--- config.mk ---
export PLATFORM = sky130hd
export DESIGN_NAME = iesc_ctrl
export DESIGN_NICKNAME = d
export VERILOG_FILES = /design/src/hdl/iesc_ctrl.v /design/src/hdl/iesc_sync.v
export VERILOG_INCLUDE_DIRS = /design/src /design/src/inc
export SDC_FILE = /design/constraint.sdc
export NUM_CORES = 1
export LEC_CHECK = 0
export BUFFER_PORTS_ARGS = -buffer_cell sky130_fd_sc_hd__clkbuf_2
export CORE_ASPECT_RATIO = 2
export CORE_MARGIN = 2
export CORE_UTILIZATION = 57
export DETAILED_ROUTE_END_ITERATION = 12
export HOLD_SLACK_MARGIN = 0.03
export PLACE_DENSITY = 0.81
export REMOVE_ABC_BUFFERS = 1
export SLEW_MARGIN = 40
export SYNTH_ARGS = -nofsm -noshare
export SYNTH_HDL_FRONTEND = slang
export SYNTH_SLANG_ARGS = --single-unit
--- constraint.sdc ---
create_clock -name i_clock -period 3.74 [get_ports i_clock]
set_input_delay 0.374 -clock i_clock [delete_from_list [all_inputs] [get_ports i_clock]]
set_output_delay 0.374 -clock i_clock [all_outputs]
set_load 0.02 [all_outputs]
--- src/inc/iesc_map.vh ---
`ifndef IESC_MAP_VH
`define IESC_MAP_VH
// Register byte addresses (index times four where an index exists)
`define IESC_ADDR_CTRL      8'h08
`define IESC_ADDR_SADDR     8'h0C
`define IESC_ADDR_LINE      8'h10
`define IESC_ADDR_STAT      8'h18
`define IESC_ADDR_FLAG      8'h28
`define IESC_ADDR_IRQ_STAT  8'h40
`define IESC_ADDR_IRQ_MASK  8'h44
// Control register fields
`define IESC_CTRL_EN        7
`define IESC_CTRL_EXIT      6
`define IESC_CTRL_WREL      5
`define IESC_CTRL_SPIE      4
`define IESC_CTRL_WTIM      3
`define IESC_CTRL_ACKE      2
`define IESC_CTRL_STT       1
`define IESC_CTRL_SPT       0
// Bus status register fields
`define IESC_STAT_MSTS      7
`define IESC_STAT_EXC       5
`define IESC_STAT_COI       4
`define IESC_STAT_TRC       3
`define IESC_STAT_ACKD      2
`define IESC_STAT_STD       1
`define IESC_STAT_SPD       0
// Flag register fields
`define IESC_FLAG_STCF      7
`define IESC_FLAG_BSY       6
`define IESC_FLAG_STBY      0
// Line level register fields
`define IESC_LINE_CLD       5
`define IESC_LINE_DAD       4
// Interrupt status and mask fields
`define IESC_IRQ_XFER       0
`define IESC_IRQ_STOP       1
// Reset values
`define IESC_RST_CTRL       8'h00
`define IESC_RST_SADDR      8'h00
`define IESC_RST_MASK       2'h0
// Clock counts within a byte
`define IESC_CNT_EIGHTH     4'h8
`define IESC_CNT_NINTH      4'h9
// Extension code: upper five bits of the first byte
`define IESC_EXT_CODE       5'h01
`endif

--- src/hdl/iesc_ctrl.v ---
// How it works
// - disabling clears bus status, start-failed, busy and line level bits
// - writing exit abandons the transfer and enters standby
// - the exit bit clears itself once the exit is done
// - an exit releases both bus lines
// - an exit clears start, stop requests and the bus status flags except the stop-detected flag
// - standby lasts until a stop, or an address match or extension code
// - writing wait release cancels the wait; the bit clears itself
// - a stop raises an interrupt only when the stop enable is set
// - timing select picks the eighth or ninth clock fall for wait and interrupt
`timescale 1ns/100ps
`default_nettype none
`include "iesc_map.vh"
module iesc_ctrl (
   input  wire        i_clock,    // System clock, 20 MHz
   input  wire        i_arst_n,   // Async reset, active low
   input  wire        i_clk_en,   // Freezes all state while low
   input  wire        i_psel,     // APB select
   input  wire        i_penable,  // APB enable
   input  wire        i_pwrite,   // APB direction, high for write
   input  wire [7:0]  i_paddr,    // APB byte address
   input  wire [31:0] i_pwdata,   // APB write data
   output wire [31:0] o_prdata,   // APB read data
   output wire        o_pready,   // APB ready
   output wire        o_pslverr,  // APB error on unmapped address
   input  wire        i_scl,      // Clock line level
   output wire        o_scl,      // Clock line drive value
   output wire        o_scl_oe,   // Clock line driven low when high
   input  wire        i_sda,      // Data line level
   output wire        o_sda,      // Data line drive value
   output wire        o_sda_oe,   // Data line driven low when high
   output wire        o_irq       // Level interrupt
);

   wire       scl_lvl;
   wire       sda_lvl;
   reg        scl_prev_ff;
   reg        sda_prev_ff;
   // Control fields
   reg        en_ff;
   reg        exit_ff;
   reg        wrel_ff;
   reg        spie_ff;
   reg        wtim_ff;
   reg        acke_ff;
   reg        stt_ff;
   reg        spt_ff;
   reg  [7:0] saddr_ff;
   // Bus status and flags
   reg        msts_ff;
   reg        exc_ff;
   reg        coi_ff;
   reg        trc_ff;
   reg        ackd_ff;
   reg        std_ff;
   reg        spd_ff;
   reg        stcf_ff;
   reg        bsy_ff;
   reg        stby_ff;
   reg        cld_ff;
   reg        dad_ff;
   // Protocol tracking
   reg  [3:0] cnt_ff;
   reg  [7:0] shift_ff;
   reg        first_ff;
   reg        wait_ff;
   reg        ack_ff;
   // Interrupts and bus
   reg  [1:0] irq_stat_ff;
   reg  [1:0] irq_mask_ff;
   reg [31:0] prdata_ff;
   reg [31:0] nxt_rdata;
   reg        map_hit;

   ////////////////////////////////////////////////////////////////////////////
   // Pin synchronisers
   iesc_sync #(.RESET_VAL(1'b1)) u_sync_scl (
      .i_clock  (i_clock),
      .i_arst_n (i_arst_n),
      .i_clk_en (i_clk_en),
      .i_async  (i_scl),
      .o_level  (scl_lvl)
   );

   iesc_sync #(.RESET_VAL(1'b1)) u_sync_sda (
      .i_clock  (i_clock),
      .i_arst_n (i_arst_n),
      .i_clk_en (i_clk_en),
      .i_async  (i_sda),
      .o_level  (sda_lvl)
   );

   // Line edges and bus conditions
   wire scl_rise  = scl_lvl & ~scl_prev_ff;
   wire scl_fall  = ~scl_lvl & scl_prev_ff;
   wire start_det = en_ff & scl_lvl & scl_prev_ff & sda_prev_ff & ~sda_lvl;
   wire stop_det  = en_ff & scl_lvl & scl_prev_ff & ~sda_prev_ff & sda_lvl;

   // Clock counts within a byte; no byte counting outside a frame
   wire fall8    = en_ff & bsy_ff & scl_fall & (cnt_ff == `IESC_CNT_EIGHTH);
   wire fall9    = en_ff & bsy_ff & scl_fall & (cnt_ff == `IESC_CNT_NINTH);
   wire addr_hit = fall8 & first_ff & (shift_ff[7:1] == saddr_ff[7:1]);
   wire ext_hit  = fall8 & first_ff & (shift_ff[7:3] == `IESC_EXT_CODE);
   wire part     = msts_ff | coi_ff | exc_ff | addr_hit | ext_hit;
   wire wait_pt  = wtim_ff ? fall9 : fall8;
   wire wait_evt = wait_pt & part & ~exit_ff;

   ////////////////////////////////////////////////////////////////////////////
   // APB decode; zero wait states
   wire apb_setup = i_psel & ~i_penable;
   wire apb_done  = i_psel & i_penable;
   wire wr        = apb_done & i_pwrite;
   wire rd        = apb_done & ~i_pwrite;
   wire wr_ctrl   = wr & (i_paddr == `IESC_ADDR_CTRL);
   wire rd_irq    = rd & (i_paddr == `IESC_ADDR_IRQ_STAT);

   // Read mux, sampled in the setup phase
   always @* begin
      nxt_rdata = 32'h0000_0000;
      map_hit   = 1'b1;
      case (i_paddr)
         `IESC_ADDR_CTRL: begin
            nxt_rdata[7:0] = {en_ff, exit_ff, wrel_ff, spie_ff,
                              wtim_ff, acke_ff, stt_ff, spt_ff};
         end
         `IESC_ADDR_SADDR: begin
            nxt_rdata[7:0] = saddr_ff;
         end
         `IESC_ADDR_LINE: begin
            nxt_rdata[`IESC_LINE_CLD] = cld_ff;
            nxt_rdata[`IESC_LINE_DAD] = dad_ff;
         end
         `IESC_ADDR_STAT: begin
            nxt_rdata[7:0] = {msts_ff, 1'b0, exc_ff, coi_ff,
                              trc_ff, ackd_ff, std_ff, spd_ff};
         end
         `IESC_ADDR_FLAG: begin
            nxt_rdata[`IESC_FLAG_STCF] = stcf_ff;
            nxt_rdata[`IESC_FLAG_BSY]  = bsy_ff;
            nxt_rdata[`IESC_FLAG_STBY] = stby_ff;
         end
         `IESC_ADDR_IRQ_STAT: begin
            nxt_rdata[1:0] = irq_stat_ff;
         end
         `IESC_ADDR_IRQ_MASK: begin
            nxt_rdata[1:0] = irq_mask_ff;
         end
         default: begin
            map_hit = 1'b0;
         end
      endcase
   end

   // Read data register; held through the access phase
   always @(posedge i_clock or negedge i_arst_n) begin
      if (!i_arst_n) begin
         prdata_ff <= 32'h0000_0000;
      end else if (i_clk_en && apb_setup && !i_pwrite) begin
         prdata_ff <= nxt_rdata;
      end
   end

   assign o_prdata  = prdata_ff;
   assign o_pready  = 1'b1;
   assign o_pslverr = apb_done & ~map_hit;

   ////////////////////////////////////////////////////////////////////////////
   // Control register; action bits clear themselves one cycle after use
   always @(posedge i_clock or negedge i_arst_n) begin
      if (!i_arst_n) begin
         {en_ff, exit_ff, wrel_ff, spie_ff,
          wtim_ff, acke_ff, stt_ff, spt_ff} <= `IESC_RST_CTRL;
         saddr_ff    <= `IESC_RST_SADDR;
         irq_mask_ff <= `IESC_RST_MASK;
      end else if (i_clk_en) begin
         if (wr_ctrl) begin
            en_ff   <= i_pwdata[`IESC_CTRL_EN];
            spie_ff <= i_pwdata[`IESC_CTRL_SPIE];
            wtim_ff <= i_pwdata[`IESC_CTRL_WTIM];
            acke_ff <= i_pwdata[`IESC_CTRL_ACKE];
         end
         if (wr_ctrl) begin
            exit_ff <= i_pwdata[`IESC_CTRL_EXIT];
         end else if (exit_ff) begin
            exit_ff <= 1'b0;
         end
         if (wr_ctrl) begin
            wrel_ff <= i_pwdata[`IESC_CTRL_WREL];
         end else if (wrel_ff) begin
            wrel_ff <= 1'b0;
         end
         // Requests: exit and disable clear them
         if (exit_ff || !en_ff) begin
            stt_ff <= 1'b0;
            spt_ff <= 1'b0;
         end else if (wr_ctrl) begin
            stt_ff <= i_pwdata[`IESC_CTRL_STT];
            spt_ff <= i_pwdata[`IESC_CTRL_SPT];
         end else begin
            if (stt_ff) begin
               stt_ff <= 1'b0; // Taken or refused at once
            end
            if (spt_ff && (stop_det || !msts_ff)) begin
               spt_ff <= 1'b0;
            end
         end
         if (wr && (i_paddr == `IESC_ADDR_SADDR)) begin
            saddr_ff <= i_pwdata[7:0];
         end
         if (wr && (i_paddr == `IESC_ADDR_IRQ_MASK)) begin
            irq_mask_ff <= i_pwdata[1:0];
         end
      end
   end

   ////////////////////////////////////////////////////////////////////////////
   // Bus tracking, status flags and standby
   always @(posedge i_clock or negedge i_arst_n) begin
      if (!i_arst_n) begin
         scl_prev_ff <= 1'b1;
         sda_prev_ff <= 1'b1;
         {msts_ff, exc_ff, coi_ff, trc_ff, ackd_ff, std_ff, spd_ff} <= 7'h00;
         {stcf_ff, bsy_ff, stby_ff, cld_ff, dad_ff} <= 5'h00;
         cnt_ff   <= 4'h0;
         shift_ff <= 8'h00;
         first_ff <= 1'b0;
         wait_ff  <= 1'b0;
         ack_ff   <= 1'b0;
      end else if (i_clk_en) begin
         scl_prev_ff <= scl_lvl;
         sda_prev_ff <= sda_lvl;
         if (!en_ff) begin
            // Disabled: status, busy, start-failed and line levels read zero
            {msts_ff, exc_ff, coi_ff, trc_ff, ackd_ff, std_ff, spd_ff} <= 7'h00;
            {stcf_ff, bsy_ff, stby_ff, cld_ff, dad_ff} <= 5'h00;
            cnt_ff   <= 4'h0;
            first_ff <= 1'b0;
            wait_ff  <= 1'b0;
            ack_ff   <= 1'b0;
         end else begin
            cld_ff <= scl_lvl;
            dad_ff <= sda_lvl;
            // Byte framing from the line edges
            if (start_det) begin
               cnt_ff   <= 4'h0;
               first_ff <= 1'b1;
               bsy_ff   <= 1'b1;
               std_ff   <= 1'b1;
               spd_ff   <= 1'b0;
            end else if (stop_det) begin
               cnt_ff   <= 4'h0;
               first_ff <= 1'b0;
               bsy_ff   <= 1'b0;
               spd_ff   <= 1'b1;
            end else if (bsy_ff && scl_rise) begin
               if (cnt_ff < `IESC_CNT_EIGHTH) begin
                  shift_ff <= {shift_ff[6:0], sda_lvl};
               end
               if (cnt_ff == `IESC_CNT_EIGHTH) begin
                  ackd_ff <= part & ~sda_lvl;
               end
               cnt_ff <= cnt_ff + 4'h1;
            end else if (fall9) begin
               cnt_ff   <= 4'h0;
               first_ff <= 1'b0;
            end
            // Master role taken by a start request on a free bus
            if (stt_ff && !exit_ff) begin
               if (bsy_ff) begin
                  stcf_ff <= 1'b1;
               end else begin
                  msts_ff <= 1'b1;
                  stcf_ff <= 1'b0;
               end
            end
            if (addr_hit) begin
               coi_ff <= 1'b1;
               trc_ff <= shift_ff[0];
            end
            if (ext_hit) begin
               exc_ff <= 1'b1;
            end
            if (fall8 && first_ff && !addr_hit && !ext_hit) begin
               coi_ff <= 1'b0;
               exc_ff <= 1'b0;
            end
            if (stop_det) begin
               {msts_ff, exc_ff, coi_ff, trc_ff, ackd_ff} <= 5'h00;
            end
            // Acknowledge drive on the ninth clock when addressed
            if (fall8 && (addr_hit || (coi_ff && !trc_ff)) && acke_ff) begin
               ack_ff <= 1'b1;
            end else if (fall9) begin
               ack_ff <= 1'b0;
            end
            // Wait holds the clock low until cancelled
            if (wait_evt) begin
               wait_ff <= 1'b1;
            end else if (wrel_ff) begin
               wait_ff <= 1'b0;
            end
            // Leaving standby; a stop or new match ends it
            if (stop_det || addr_hit || ext_hit) begin
               stby_ff <= 1'b0;
            end
            // Exit wins over everything above
            if (exit_ff) begin
               {msts_ff, exc_ff, coi_ff, trc_ff, ackd_ff, std_ff} <= 6'h00;
               stby_ff  <= 1'b1;
               wait_ff  <= 1'b0;
               ack_ff   <= 1'b0;
               first_ff <= 1'b0;
            end
         end
      end
   end

   ////////////////////////////////////////////////////////////////////////////
   // Open-drain drive; nothing is driven in standby or after an exit
   assign o_scl    = 1'b0;
   assign o_sda    = 1'b0;
   assign o_scl_oe = wait_ff & ~stby_ff;
   assign o_sda_oe = ack_ff & ~stby_ff;

   ////////////////////////////////////////////////////////////////////////////
   // Sticky events; only bits already seen by the read are cleared, so a
   // set in the same cycle as the clear survives
   wire [1:0] irq_set = {stop_det & spie_ff, wait_evt};

   always @(posedge i_clock or negedge i_arst_n) begin
      if (!i_arst_n) begin
         irq_stat_ff <= 2'h0;
      end else if (i_clk_en) begin
         if (rd_irq) begin
            irq_stat_ff <= (irq_stat_ff & ~prdata_ff[1:0]) | irq_set;
         end else begin
            irq_stat_ff <= irq_stat_ff | irq_set;
         end
      end
   end

   assign o_irq = |(irq_stat_ff & irq_mask_ff);

endmodule
`default_nettype wire

--- src/hdl/iesc_sync.v ---
`timescale 1ns/100ps
`default_nettype none
module iesc_sync #(
   parameter RESET_VAL = 1'b1
) (
   input  wire i_clock,   // System clock
   input  wire i_arst_n,  // Async reset, active low
   input  wire i_clk_en,  // Freezes state while low
   input  wire i_async,   // Pin level from outside the domain
   output wire o_level    // Filtered level
);

   reg meta_ff;
   reg s2_ff;
   reg s3_ff;
   reg level_ff;

   ////////////////////////////////////////////////////////////////////////////
   // Three stages; only the second reads the first, to keep metastability out
   always @(posedge i_clock or negedge i_arst_n) begin
      if (!i_arst_n) begin
         meta_ff  <= RESET_VAL;
         s2_ff    <= RESET_VAL;
         s3_ff    <= RESET_VAL;
         level_ff <= RESET_VAL;
      end else if (i_clk_en) begin
         meta_ff <= i_async;
         s2_ff   <= meta_ff;
         s3_ff   <= s2_ff;
         if (s2_ff == s3_ff) begin // Change counts once stages two and three agree
            level_ff <= s3_ff;
         end
      end
   end

   assign o_level = level_ff;

endmodule
`default_nettype wire

==> out/qor.csv, run 1 <==
stage;metric;value;unit
run_status;status;finished clean;
detailed_routing;vias_per_cell;5.84;
detailed_routing;vias;2877;
sta;finalHoldViolations;0;
sta;rsz0062_at_grt;false;
floorplan;die_h;117;microns
grt;met3_usage;0.0736;
floorplan;initial_core_util;0.584;
clock_tree;cts_sinks;65;
detailed_routing;post_drt_wl_per_cell;17.7;microns
sta;period_share;0.571;
finish;nNetsFinal;453;
setup_path;crit_arrival;1.76;ns
pwr;vdd_drop_max;0.000305;V
finish;mostFrequentLayoutCells;55 x dfrtp_1, 38 x o21ai_0, 34 x nand2_1, 34 x clkbuf_2, 27 x conb_1;
floorplan;chipWidth;60.6;microns
setup_path;required;3.37;ns
clock_tree;cts_buffers;9;
setup_path;worst-path-max-fanout;7;
grt;grt_pass1_wl;13700;microns
yosys;synth-seq-cells;65;
finish;fillerInstances;545;
clock_tree;h-tree-depth;3;
finish;antennaDiodeCount;0;
yosys;synth_cells;372;
clock_tree;cts.path.max_buffers;2;
setup_path;worstSetupPathType;in2out;
placement;place_congestion;0.946;
sta;tns;0;ns
placement;port_buffers;35;
setup_path;startpoint_type;input pin;
yosys;ys_seq_area_frac;0.449;
clock_tree;cts_tree;done;
yosys;synth_ff_type;dfrtp_1;
grt;antenna_found_initial;0;
floorplan;ios;87;
setup_path;crit_path_end_kind;output port;
sta;tightest_slew;0.642;ns
finish;fin_area;4060;sq um
setup_path;r2r-start;u_sync_scl.o_level;
finish;drive_above_1_share;0.238;
pwr;total_leakage_power;1.89;nW
detailed_routing;drtIter0Drc;211;
grt;grt_start_max_net_pins;39;
flow_run;maxCapViolCount;0;
finish;multiInputGateArea;1780;sq um
detailed_routing;drc;0;
grt;grt_pass1_vias;2732;
yosys;synth_area;3650;sq um
clock_tree;path_clk_slew;0.05;ns
sta;skew;0.00549;ns
setup_path;rrSetupSlack;1.63;ns
pwr;power.density;427;nW/um^2
detailed_routing;dr.pass1.iters;4;
floorplan;dieArea;7100;sq um
yosys;yosys_warnings;0;
clock_tree;postCtsSetupBuffers;0;
setup_path;timing.rr.end;shift_ff[6];
placement;placed_area;3780;sq um
grt;overflow;0;
sta;maxSlewHeadroom;0.569;
floorplan;core;6260;sq um
clock_tree;cts_hold_buf;0;
clock_tree;cts-root-buf;clkbuf_16;
grt;grt_use_total;0.271;
sta;setup_viol;0;
finish;layout_commonest_cell;dfrtp_1;
clock_tree;cts_resized;0;
detailed_routing;postRouteWirelength;8710;microns
yosys;synth_edf_count;0;
clock_tree;clkLatencyLatePin;0.33;ns
setup_path;reg2regPathDepth;5;
sta;slew_violations;0;
yosys;synth.distinct_cells;58;
grt;use_met1;0.277;
yosys;synth.avg_cell_area;9.82;sq um
grt;gr-max-usage-layer;met2;
min_path;hp-class;in2async;
finish;layout.area.seq;1640;sq um
grt;grt_use_met2;0.453;
finish;area_growth;11.0;%
sta;layout_min_cycle_time;2.14;ns
detailed_routing;postRouteAntennaNets;0;
sta;max_freq;0.468;GHz
placement;hpwl;6670;microns
yosys;synthArstFlopShare;1.00;
floorplan;rows;41;
## layer usage
layer,vias to the layer above,wire [microns]
li1,1344,-
met1,1391,3120
met3,32,370
met2,110,4650
met5,-,0
met4,0,571
## flip-flops by register name, indices dropped and copies added (netlist names), 2 cells and up
| signal | count |
|---|---|
| saddr_ff | 8 |
| irq_mask_ff | 2 |
| o_prdata | 8 |
| irq_stat_ff | 2 |
| shift_ff | 8 |
| cnt_ff | 4 |
## metrics by stage
| step | power, mW | setup WS (ns) | instances | util | hold WS [ns] |
|---|---|---|---|---|---|
| 2_1_floorplan | 0.901 | 1.82 | 353 | - | 0.0784 |
| 3_5_place_dp | 0.979 | 1.46 | 477 | 0.604 | 0.398 |
| 6_report | 1.73 | 1.60 | 493 | 0.648 | 0.0320 |
| 3_3_place_gp | 0.971 | 1.48 | 477 | 0.604 | 0.463 |
| 4_1_cts | 1.74 | 1.60 | 493 | 0.648 | 0.0499 |
| 5_1_grt | 1.81 | 1.39 | 493 | 0.648 | 0.0720 |
## worst max-delay path, cell delays in order
cell      delay, ns
clkbuf_2       0.09
or2_2          0.35
nor4b_2        0.48
a21oi_1        0.08
nor3_1         0.15
a311oi_1       0.06
clkbuf_2       0.18
## power by group
part           leakage, nW  internal, mW  switching [mW]
combinational        0.881        0.0548           0.111
sequential           0.871         0.758          0.0452
clock                0.135         0.463           0.299
total                 1.89          1.28           0.455
## worst max path at each step
stage	startpoint	to	slack [ns]	cells after the start
3_5_place_dp	i_paddr[4]	saddr_ff[3]	1.46	4
3_3_place_gp	i_paddr[4]	acke_ff	1.48	5
6_report	i_paddr[7]	o_pslverr	1.60	7
2_1_floorplan	i_paddr[4]	acke_ff	1.82	4
4_1_cts	i_paddr[7]	o_pslverr	1.60	7
5_1_grt	i_paddr[3]	o_pslverr	1.39	6
## final cells by class
cell class	instances	area share
clock buffer	11	0.0599
timing repair buffer	38	0.0494
clock inverter	5	0.00771
sequential	65	0.404
tap	86	0.0265
inverter	14	0.0130
multi-input combinational	274	0.439
## synthesized netlist by cell type (all sizes together), types with 9 or more instances
cell type | n | area [sq um]
nand2 | 35 | 139
nor2 | 20 | 77.6
inv | 14 | 52.6
o21ai | 39 | 195
dfrtp | 55 | 1380
buf | 35 | 239
clkbuf | 9 | 33.8
mux2i | 10 | 100
nor3 | 10 | 61.3
nand3 | 12 | 60.1
a21oi | 14 | 70.1
dfstp | 10 | 263
mux2 | 28 | 330
## cell families after synthesis
group | share of synthesized area
AO/OA/AOI/OAI | 0.145
XOR/XNOR | 0.0168
adder cells (fa/ha/maj) | 0.0103
buffers and inverters | 0.0891
flip-flops | 0.449
multiplexers | 0.118
other | 0.00206
AND/OR/NAND/NOR | 0.171
Power figures use the tool's default switching activity.
==> inputs of run 2 (changes only) <==
--- a/config.mk
+++ b/config.mk
@@ -6,13 +6,14 @@
 export SDC_FILE = /design/constraint.sdc
 export NUM_CORES = 1
 export LEC_CHECK = 0
+export ABC_AREA = 1
 export BUFFER_PORTS_ARGS = -buffer_cell sky130_fd_sc_hd__clkbuf_2
 export CORE_ASPECT_RATIO = 2
 export CORE_MARGIN = 2
-export CORE_UTILIZATION = 57
+export CORE_UTILIZATION = 54
 export DETAILED_ROUTE_END_ITERATION = 12
 export HOLD_SLACK_MARGIN = 0.03
-export PLACE_DENSITY = 0.81
+export PLACE_DENSITY = 0.77
 export REMOVE_ABC_BUFFERS = 1
 export SLEW_MARGIN = 40
 export SYNTH_ARGS = -nofsm -noshare
==> constraint.sdc (replaced) <==
create_clock -name i_clock -period 2.1 [get_ports i_clock]
set_input_delay 0.21 -clock i_clock [delete_from_list [all_inputs] [get_ports i_clock]]
set_output_delay 0.21 -clock i_clock [all_outputs]
set_load 0.02 [all_outputs]
==> run 2 against run 1 <==
  * Core utilization is 1.8 points lower
  * Worst hold slack better by 0.041 ns
  * Synthesized area grew 1.5%
  * Clock skew down 0.0017 ns
  * First-iteration DRC count down 27%
  * Sequential share of layout area is 1.1 points lower
  * Via count rose by 11%
  * Largest power group is now the clock network
==> out/qor.csv, run 2 <==
stage;metric;value;unit
finish;mostFrequentLayoutCells;118 x nand2_1, 62 x inv_1, 55 x dfrtp_1;
clock_tree;cts-root-buf;clkbuf_16;
yosys;synth_area_leaders;dfrtp_1 37%, nand2_1 12%, dfstp_2 7.1%;
setup_path;cp-endpoint;irq_stat_ff[0];
clock_tree;cts_tree;done;
placement;hpwl;6920;microns
finish;fin_area;4170;sq um
clock_tree;cts_sinks;65;
setup_path;crit_start;cnt_ff[0];
finish;drive_above_1_share;0.198;
sta;worst_slack;0.297;ns
sta;finalHoldViolations;0;
detailed_routing;postRouteWirelength;8960;microns
grt;antenna_found_initial;0;
setup_path;worst-path-max-fanout;5;
sta;slew_violations;0;
yosys;synth.distinct_cells;36;
grt;grt_pass1_vias;3185;
sta;rsz0062_at_grt;false;
pwr;finalPower;3.07;mW
yosys;synth_edf_count;0;
grt;grt_start_max_net_pins;36;
yosys;ys_seq_area_frac;0.442;
min_path;hp-class;in2reg;
sta;max_freq;0.555;GHz
floorplan;initial_core_util;0.560;
detailed_routing;post_drt_wl_per_cell;14.5;microns
clock_tree;cts_buffers;9;
clock_tree;clkLatencyLatePin;0.33;ns
placement;dp_cells;601;
grt;grt_pass1_wl;14600;microns
yosys;synth.top_cell.area_share;0.371;
finish;area_growth;12.4;%
sta;hold_ws;0.0727;ns
yosys;synth_ff_type;dfrtp_1;
finish;antennaDiodeCount;0;
detailed_routing;drc;0;
setup_path;rrSetupSlack;0.30;ns
floorplan;core;6620;sq um
yosys;yosysMostFrequentCell;nand2_1;
pwr;total_leakage_power;2.06;nW
grt;grt_use_total;0.254;
sta;tns;0;ns
yosys;synth_top_cell_by_area;dfrtp_1;
finish;fin_util;0.629;
clock_tree;path_clk_slew;0.05;ns
pwr;power.density;738;nW/um^2
flow_run;maxCapViolCount;0;
pwr;vdd_drop_max;0.000541;V
min_path;whs_path_depth;3;
setup_path;timing.rr.end;irq_stat_ff[0];
placement;place_congestion;0.899;
yosys;yosys-top-cells-count;118 x nand2_1, 62 x inv_1, 55 x dfrtp_1;
detailed_routing;drtIter0Drc;155;
placement;dp_slack;0.319;ns
setup_path;crit_arrival;2.07;ns
yosys;synth_cells;484;
floorplan;dieArea;7590;sq um
sta;tightest_slew;0.548;ns
sta;layout_min_cycle_time;1.80;ns
setup_path;reg2regPathDepth;10;
floorplan;rows;42;
yosys;yosys_warnings;0;
run_status;status;finished clean;
detailed_routing;vias;3185;
yosys;synthArstFlopShare;1.00;
grt;overflow;0;
floorplan;chipWidth;62.6;microns
floorplan;ios;87;
finish;nNetsFinal;576;
placement;port_buffers;35;
detailed_routing;dr.pass1.iters;5;
sta;period_share;0.859;
setup_path;worstSetupPathType;reg2reg;
yosys;synth_area;3710;sq um
floorplan;die_h;121;microns
setup_path;r2r-start;cnt_ff[0];
setup_path;startpoint_type;flop;
yosys;synth.avg_cell_area;7.66;sq um
finish;layout_commonest_cell;nand2_1;
sta;skew;0.00381;ns
placement;placed_area;3870;sq um
setup_path;required;2.37;ns
detailed_routing;vias_per_cell;5.15;
finish;fillerInstances;607;
setup_path;crit_path_end_kind;flop;
clock_tree;h-tree-depth;3;
clock_tree;cts.path.max_buffers;2;
sta;maxSlewHeadroom;0.632;
finish;instances_no_fill;618;
detailed_routing;postRouteAntennaNets;0;
yosys;synth-seq-cells;65;
sta;setup_viol;0;
run 2: cell types whose count changed in the layout (fill, tap and decap cells not counted), sizes merged, moves of 6 or more:
cell / delta
mux2i: -10
inv: +57
nor2b: -6
nand2: +91
nand3: +23
mux2: -28
nor2: +17
o21ai: +27
run 2: worst min-delay path by stage:
stage	slack, ns	to	startpoint
after floorplan	-0.09	ack_ff	i_arst_n
after global placement	0.26	cnt_ff[3]	i_arst_n
after detailed placement	0.27	cnt_ff[3]	i_arst_n
after CTS	0.07	u_sync_sda.meta_ff	i_sda
after global routing	0.11	u_sync_scl.meta_ff	i_scl
final	0.07	u_sync_sda.meta_ff	i_sda
run 2: area by class of cell:
type	count	area, sq um	area share
Sequential cell	65	1640	0.393
Timing Repair Buffer	42	230	0.0552
Tap cell	88	110	0.0264
Inverter	72	270	0.0648
Clock inverter	3	40.0	0.00961
Clock buffer	13	250	0.0600
Multi-Input combinational cell	335	1630	0.391
run 2: power breakdown:
group          total [mW]  switching (mW)  internal [mW]
Clock                1.46           0.513          0.947
Sequential           1.36          0.0381           1.32
Combinational       0.257           0.190         0.0668
Total                3.07           0.741           2.33
run 2: cell families (layout without fill, tap and decap cells):
kind of cell,Yosys count,count (layout),share of synthesized area
AOI/OAI and AO/OA,85,85,0.128
xor gates and xnor gates,4,4,0.00945
adders and majority gates,3,3,0.0101
other,2,27,0.00203
and+or+nand+nor,216,216,0.264
DFF,65,65,0.442
buffers and inverters,109,130,0.144
run 2: routing by layer:
layer	vias up	GRT usage	routed length [microns]
met5	-	0	0
met4	0	0.201	595
met3	41	0.0492	385
met2	119	0.450	4690
met1	1460	0.256	3290
li1	1565	-	-
run 2: worst max-delay path, cell delays in order, from the launching register on:
cell     delay [ns]
dfrtp_1        0.41
inv_1          0.11
ha_1           0.15
inv_1          0.04
nor2_1         0.17
nand2_1        0.18
nor2_4         0.18
nand3_1        0.12
nand3_1        0.12
nand3_1        0.16
nand2_1        0.09
run 2: repair_timing:
action                                 in CTS  in global routing
setup buffers                               0                  0
hold buffers                                1                  0
endpoints found under the hold margin      55                  0
gates resized for setup                     0                  0
==> inputs of run 3 (changes only) <==
--- a/config.mk
+++ b/config.mk
@@ -15,6 +15,7 @@
 export HOLD_SLACK_MARGIN = 0.03
 export PLACE_DENSITY = 0.77
 export REMOVE_ABC_BUFFERS = 1
+export SKIP_CTS_REPAIR_TIMING = 1
 export SLEW_MARGIN = 40
 export SYNTH_ARGS = -nofsm -noshare
 export SYNTH_HDL_FRONTEND = slang
==> constraint.sdc (replaced) <==
create_clock -name i_clock -period 2.1 [get_ports i_clock]
set_input_delay 0.315 -clock i_clock [delete_from_list [all_inputs] [get_ports i_clock]]
set_output_delay 0.315 -clock i_clock [all_outputs]
set_load 0.02 [all_outputs]
==> run 3 against run 2 <==
  * Critical endpoint unchanged
  * Sequential cell count stayed put
  * Worst hold slack better by 0.10 ns
  * Count of clock-buffer cells in the layout is 2 lower
  * Die area stayed put
  * Fmax hardly changed
==> out/qor.csv, run 3 (synthesis results as in run 2) <==
stage;metric;value;unit
pwr;power.density;737;nW/um^2
flow_run;maxCapViolCount;0;
clock_tree;path_clk_slew;0.05;ns
sta;worst_slack;0.296;ns
floorplan;ios;87;
sta;rsz0062_at_grt;false;
detailed_routing;vias;3242;
setup_path;crit_start;cnt_ff[0];
pwr;total_leakage_power;2.08;nW
grt;grt_pass1_wl;14900;microns
placement;place_congestion;0.903;
floorplan;die_h;121;microns
setup_path;worst-path-max-fanout;5;
setup_path;crit_path_end_kind;flop;
grt;grt_pass1_vias;3227;
floorplan;rows;42;
floorplan;core;6620;sq um
grt;grt_use_total;0.261;
finish;fin_util;0.636;
clock_tree;cts_sinks;65;
detailed_routing;postRouteWirelength;9070;microns
setup_path;cp_slowest_cell;dfrtp_1;
grt;grt_start_max_net_pins;66;
pwr;p_sw_frac;0.248;
sta;hold_ws;0.175;ns
sta;tns;0;ns
pwr;internal_power;2.33;mW
placement;hpwl;6830;microns
clock_tree;cts_tree;done;
sta;max_freq;0.554;GHz
clock_tree;cts_buffers;9;
grt;overflow;0;
clock_tree;cts-root-buf;clkbuf_16;
finish;antennaDiodeCount;0;
sta;setup_viol;0;
sta;skew;0.00766;ns
detailed_routing;postRouteAntennaNets;0;
placement;dp_slack;0.329;ns
sta;slew_violations;0;
pwr;clkPwrFrac;0.479;
detailed_routing;drtIter0Drc;195;
finish;area_growth;13.5;%
detailed_routing;drc;0;
finish;drive_above_1_share;0.206;
clock_tree;clkLatencyLatePin;0.34;ns
setup_path;slowest_delay;0.42;ns
pwr;vdd_drop_max;0.000541;V
detailed_routing;post_drt_wl_per_cell;14.6;microns
finish;fillerInstances;603;
sta;period_share;0.859;
detailed_routing;vias_per_cell;5.22;
finish;mostFrequentLayoutCells;118 x nand2_1, 62 x inv_1, 55 x dfrtp_1;
sta;finalHoldViolations;0;
placement;port_buffers;35;
pwr;p_seq_frac;0.437;
setup_path;startpoint_type;flop;
clock_tree;h-tree-depth;3;
setup_path;r2r-start;cnt_ff[0];
setup_path;required;2.37;ns
floorplan;initial_core_util;0.560;
setup_path;crit_arrival;2.07;ns
setup_path;worstSetupPathType;reg2reg;
finish;layout_commonest_cell;nand2_1;
setup_path;cp_cell_sequence;inv_1 -> ha_1 -> inv_1 -> nor2_1 -> nand2_1 -> nor2_4 -> nand3_1 -> nand3_1 -> nand3_1 -> nand2_1;
pwr;p_sw;0.770;mW
finish;nNetsFinal;579;
floorplan;dieArea;7590;sq um
sta;layout_min_cycle_time;1.80;ns
run_status;status;finished clean;
min_path;hp-class;in2reg;
detailed_routing;dr.pass1.iters;4;
setup_path;cpMostUsedCell;nand3_1;
min_path;hold_path_startpoint;i_sda;
clock_tree;cts.path.max_buffers;2;
grt;antenna_found_initial;0;
floorplan;chipWidth;62.6;microns
pwr;power_frac_comb;0.084;
## run 3: path summary, 6_finish.rpt
path	endpoint	slack, ns	cells after the start
min reg2reg	u_sync_scl.s3_ff	0.47	2
min	u_sync_sda.meta_ff	0.18	3
min in group asynchronous	cnt_ff[0]	0.53	3
max	irq_stat_ff[0]	0.30	10
max in group asynchronous	u_sync_scl.meta_ff	1.25	3
max reg2reg	irq_stat_ff[0]	0.30	10
## run 3: critical path: cells and delay by family (launching register included)
kind / cells / cell delay (ns)
simple gates: 7 / 0.98
buf+inv: 2 / 0.16
fa+ha+maj: 1 / 0.17
flops: 1 / 0.42
## run 3: through the flow
step                      cells  power, mW  instance area (sq um)
after floorplan             472       1.52                   3540
after detailed placement    604       1.63                   3900
after global routing        621       3.21                   4210
after CTS                   620       3.12                   4200
final                       621       3.10                   4210
after global placement      604       1.62                   3900
## run 3: power by group through the flow
stage	clock network (mW)	registers (mW)	logic, mW
floorplan	0	1.37	0.144
global placement	0	1.37	0.250
detailed placement	0	1.38	0.258
CTS	1.51	1.36	0.260
global route	1.56	1.36	0.290
finish	1.49	1.36	0.259
## run 3: layout make-up
class | instances | area [sq um] | area share
flip-flops and latches | 65 | 1640 | 0.389
repair buffers | 45 | 265 | 0.0630
inverters | 72 | 270 | 0.0642
clock inverters | 5 | 55.1 | 0.0131
well taps | 88 | 110 | 0.0262
multi-input cells | 335 | 1630 | 0.387
clock buffers | 11 | 243 | 0.0577
## run 3: per-layer routing
metal / wire length [microns] / track usage
met2: 4750 / 0.446
met5: 0 / 0
met3: 408 / 0.0519
met1: 3320 / 0.270
met4: 596 / 0.222
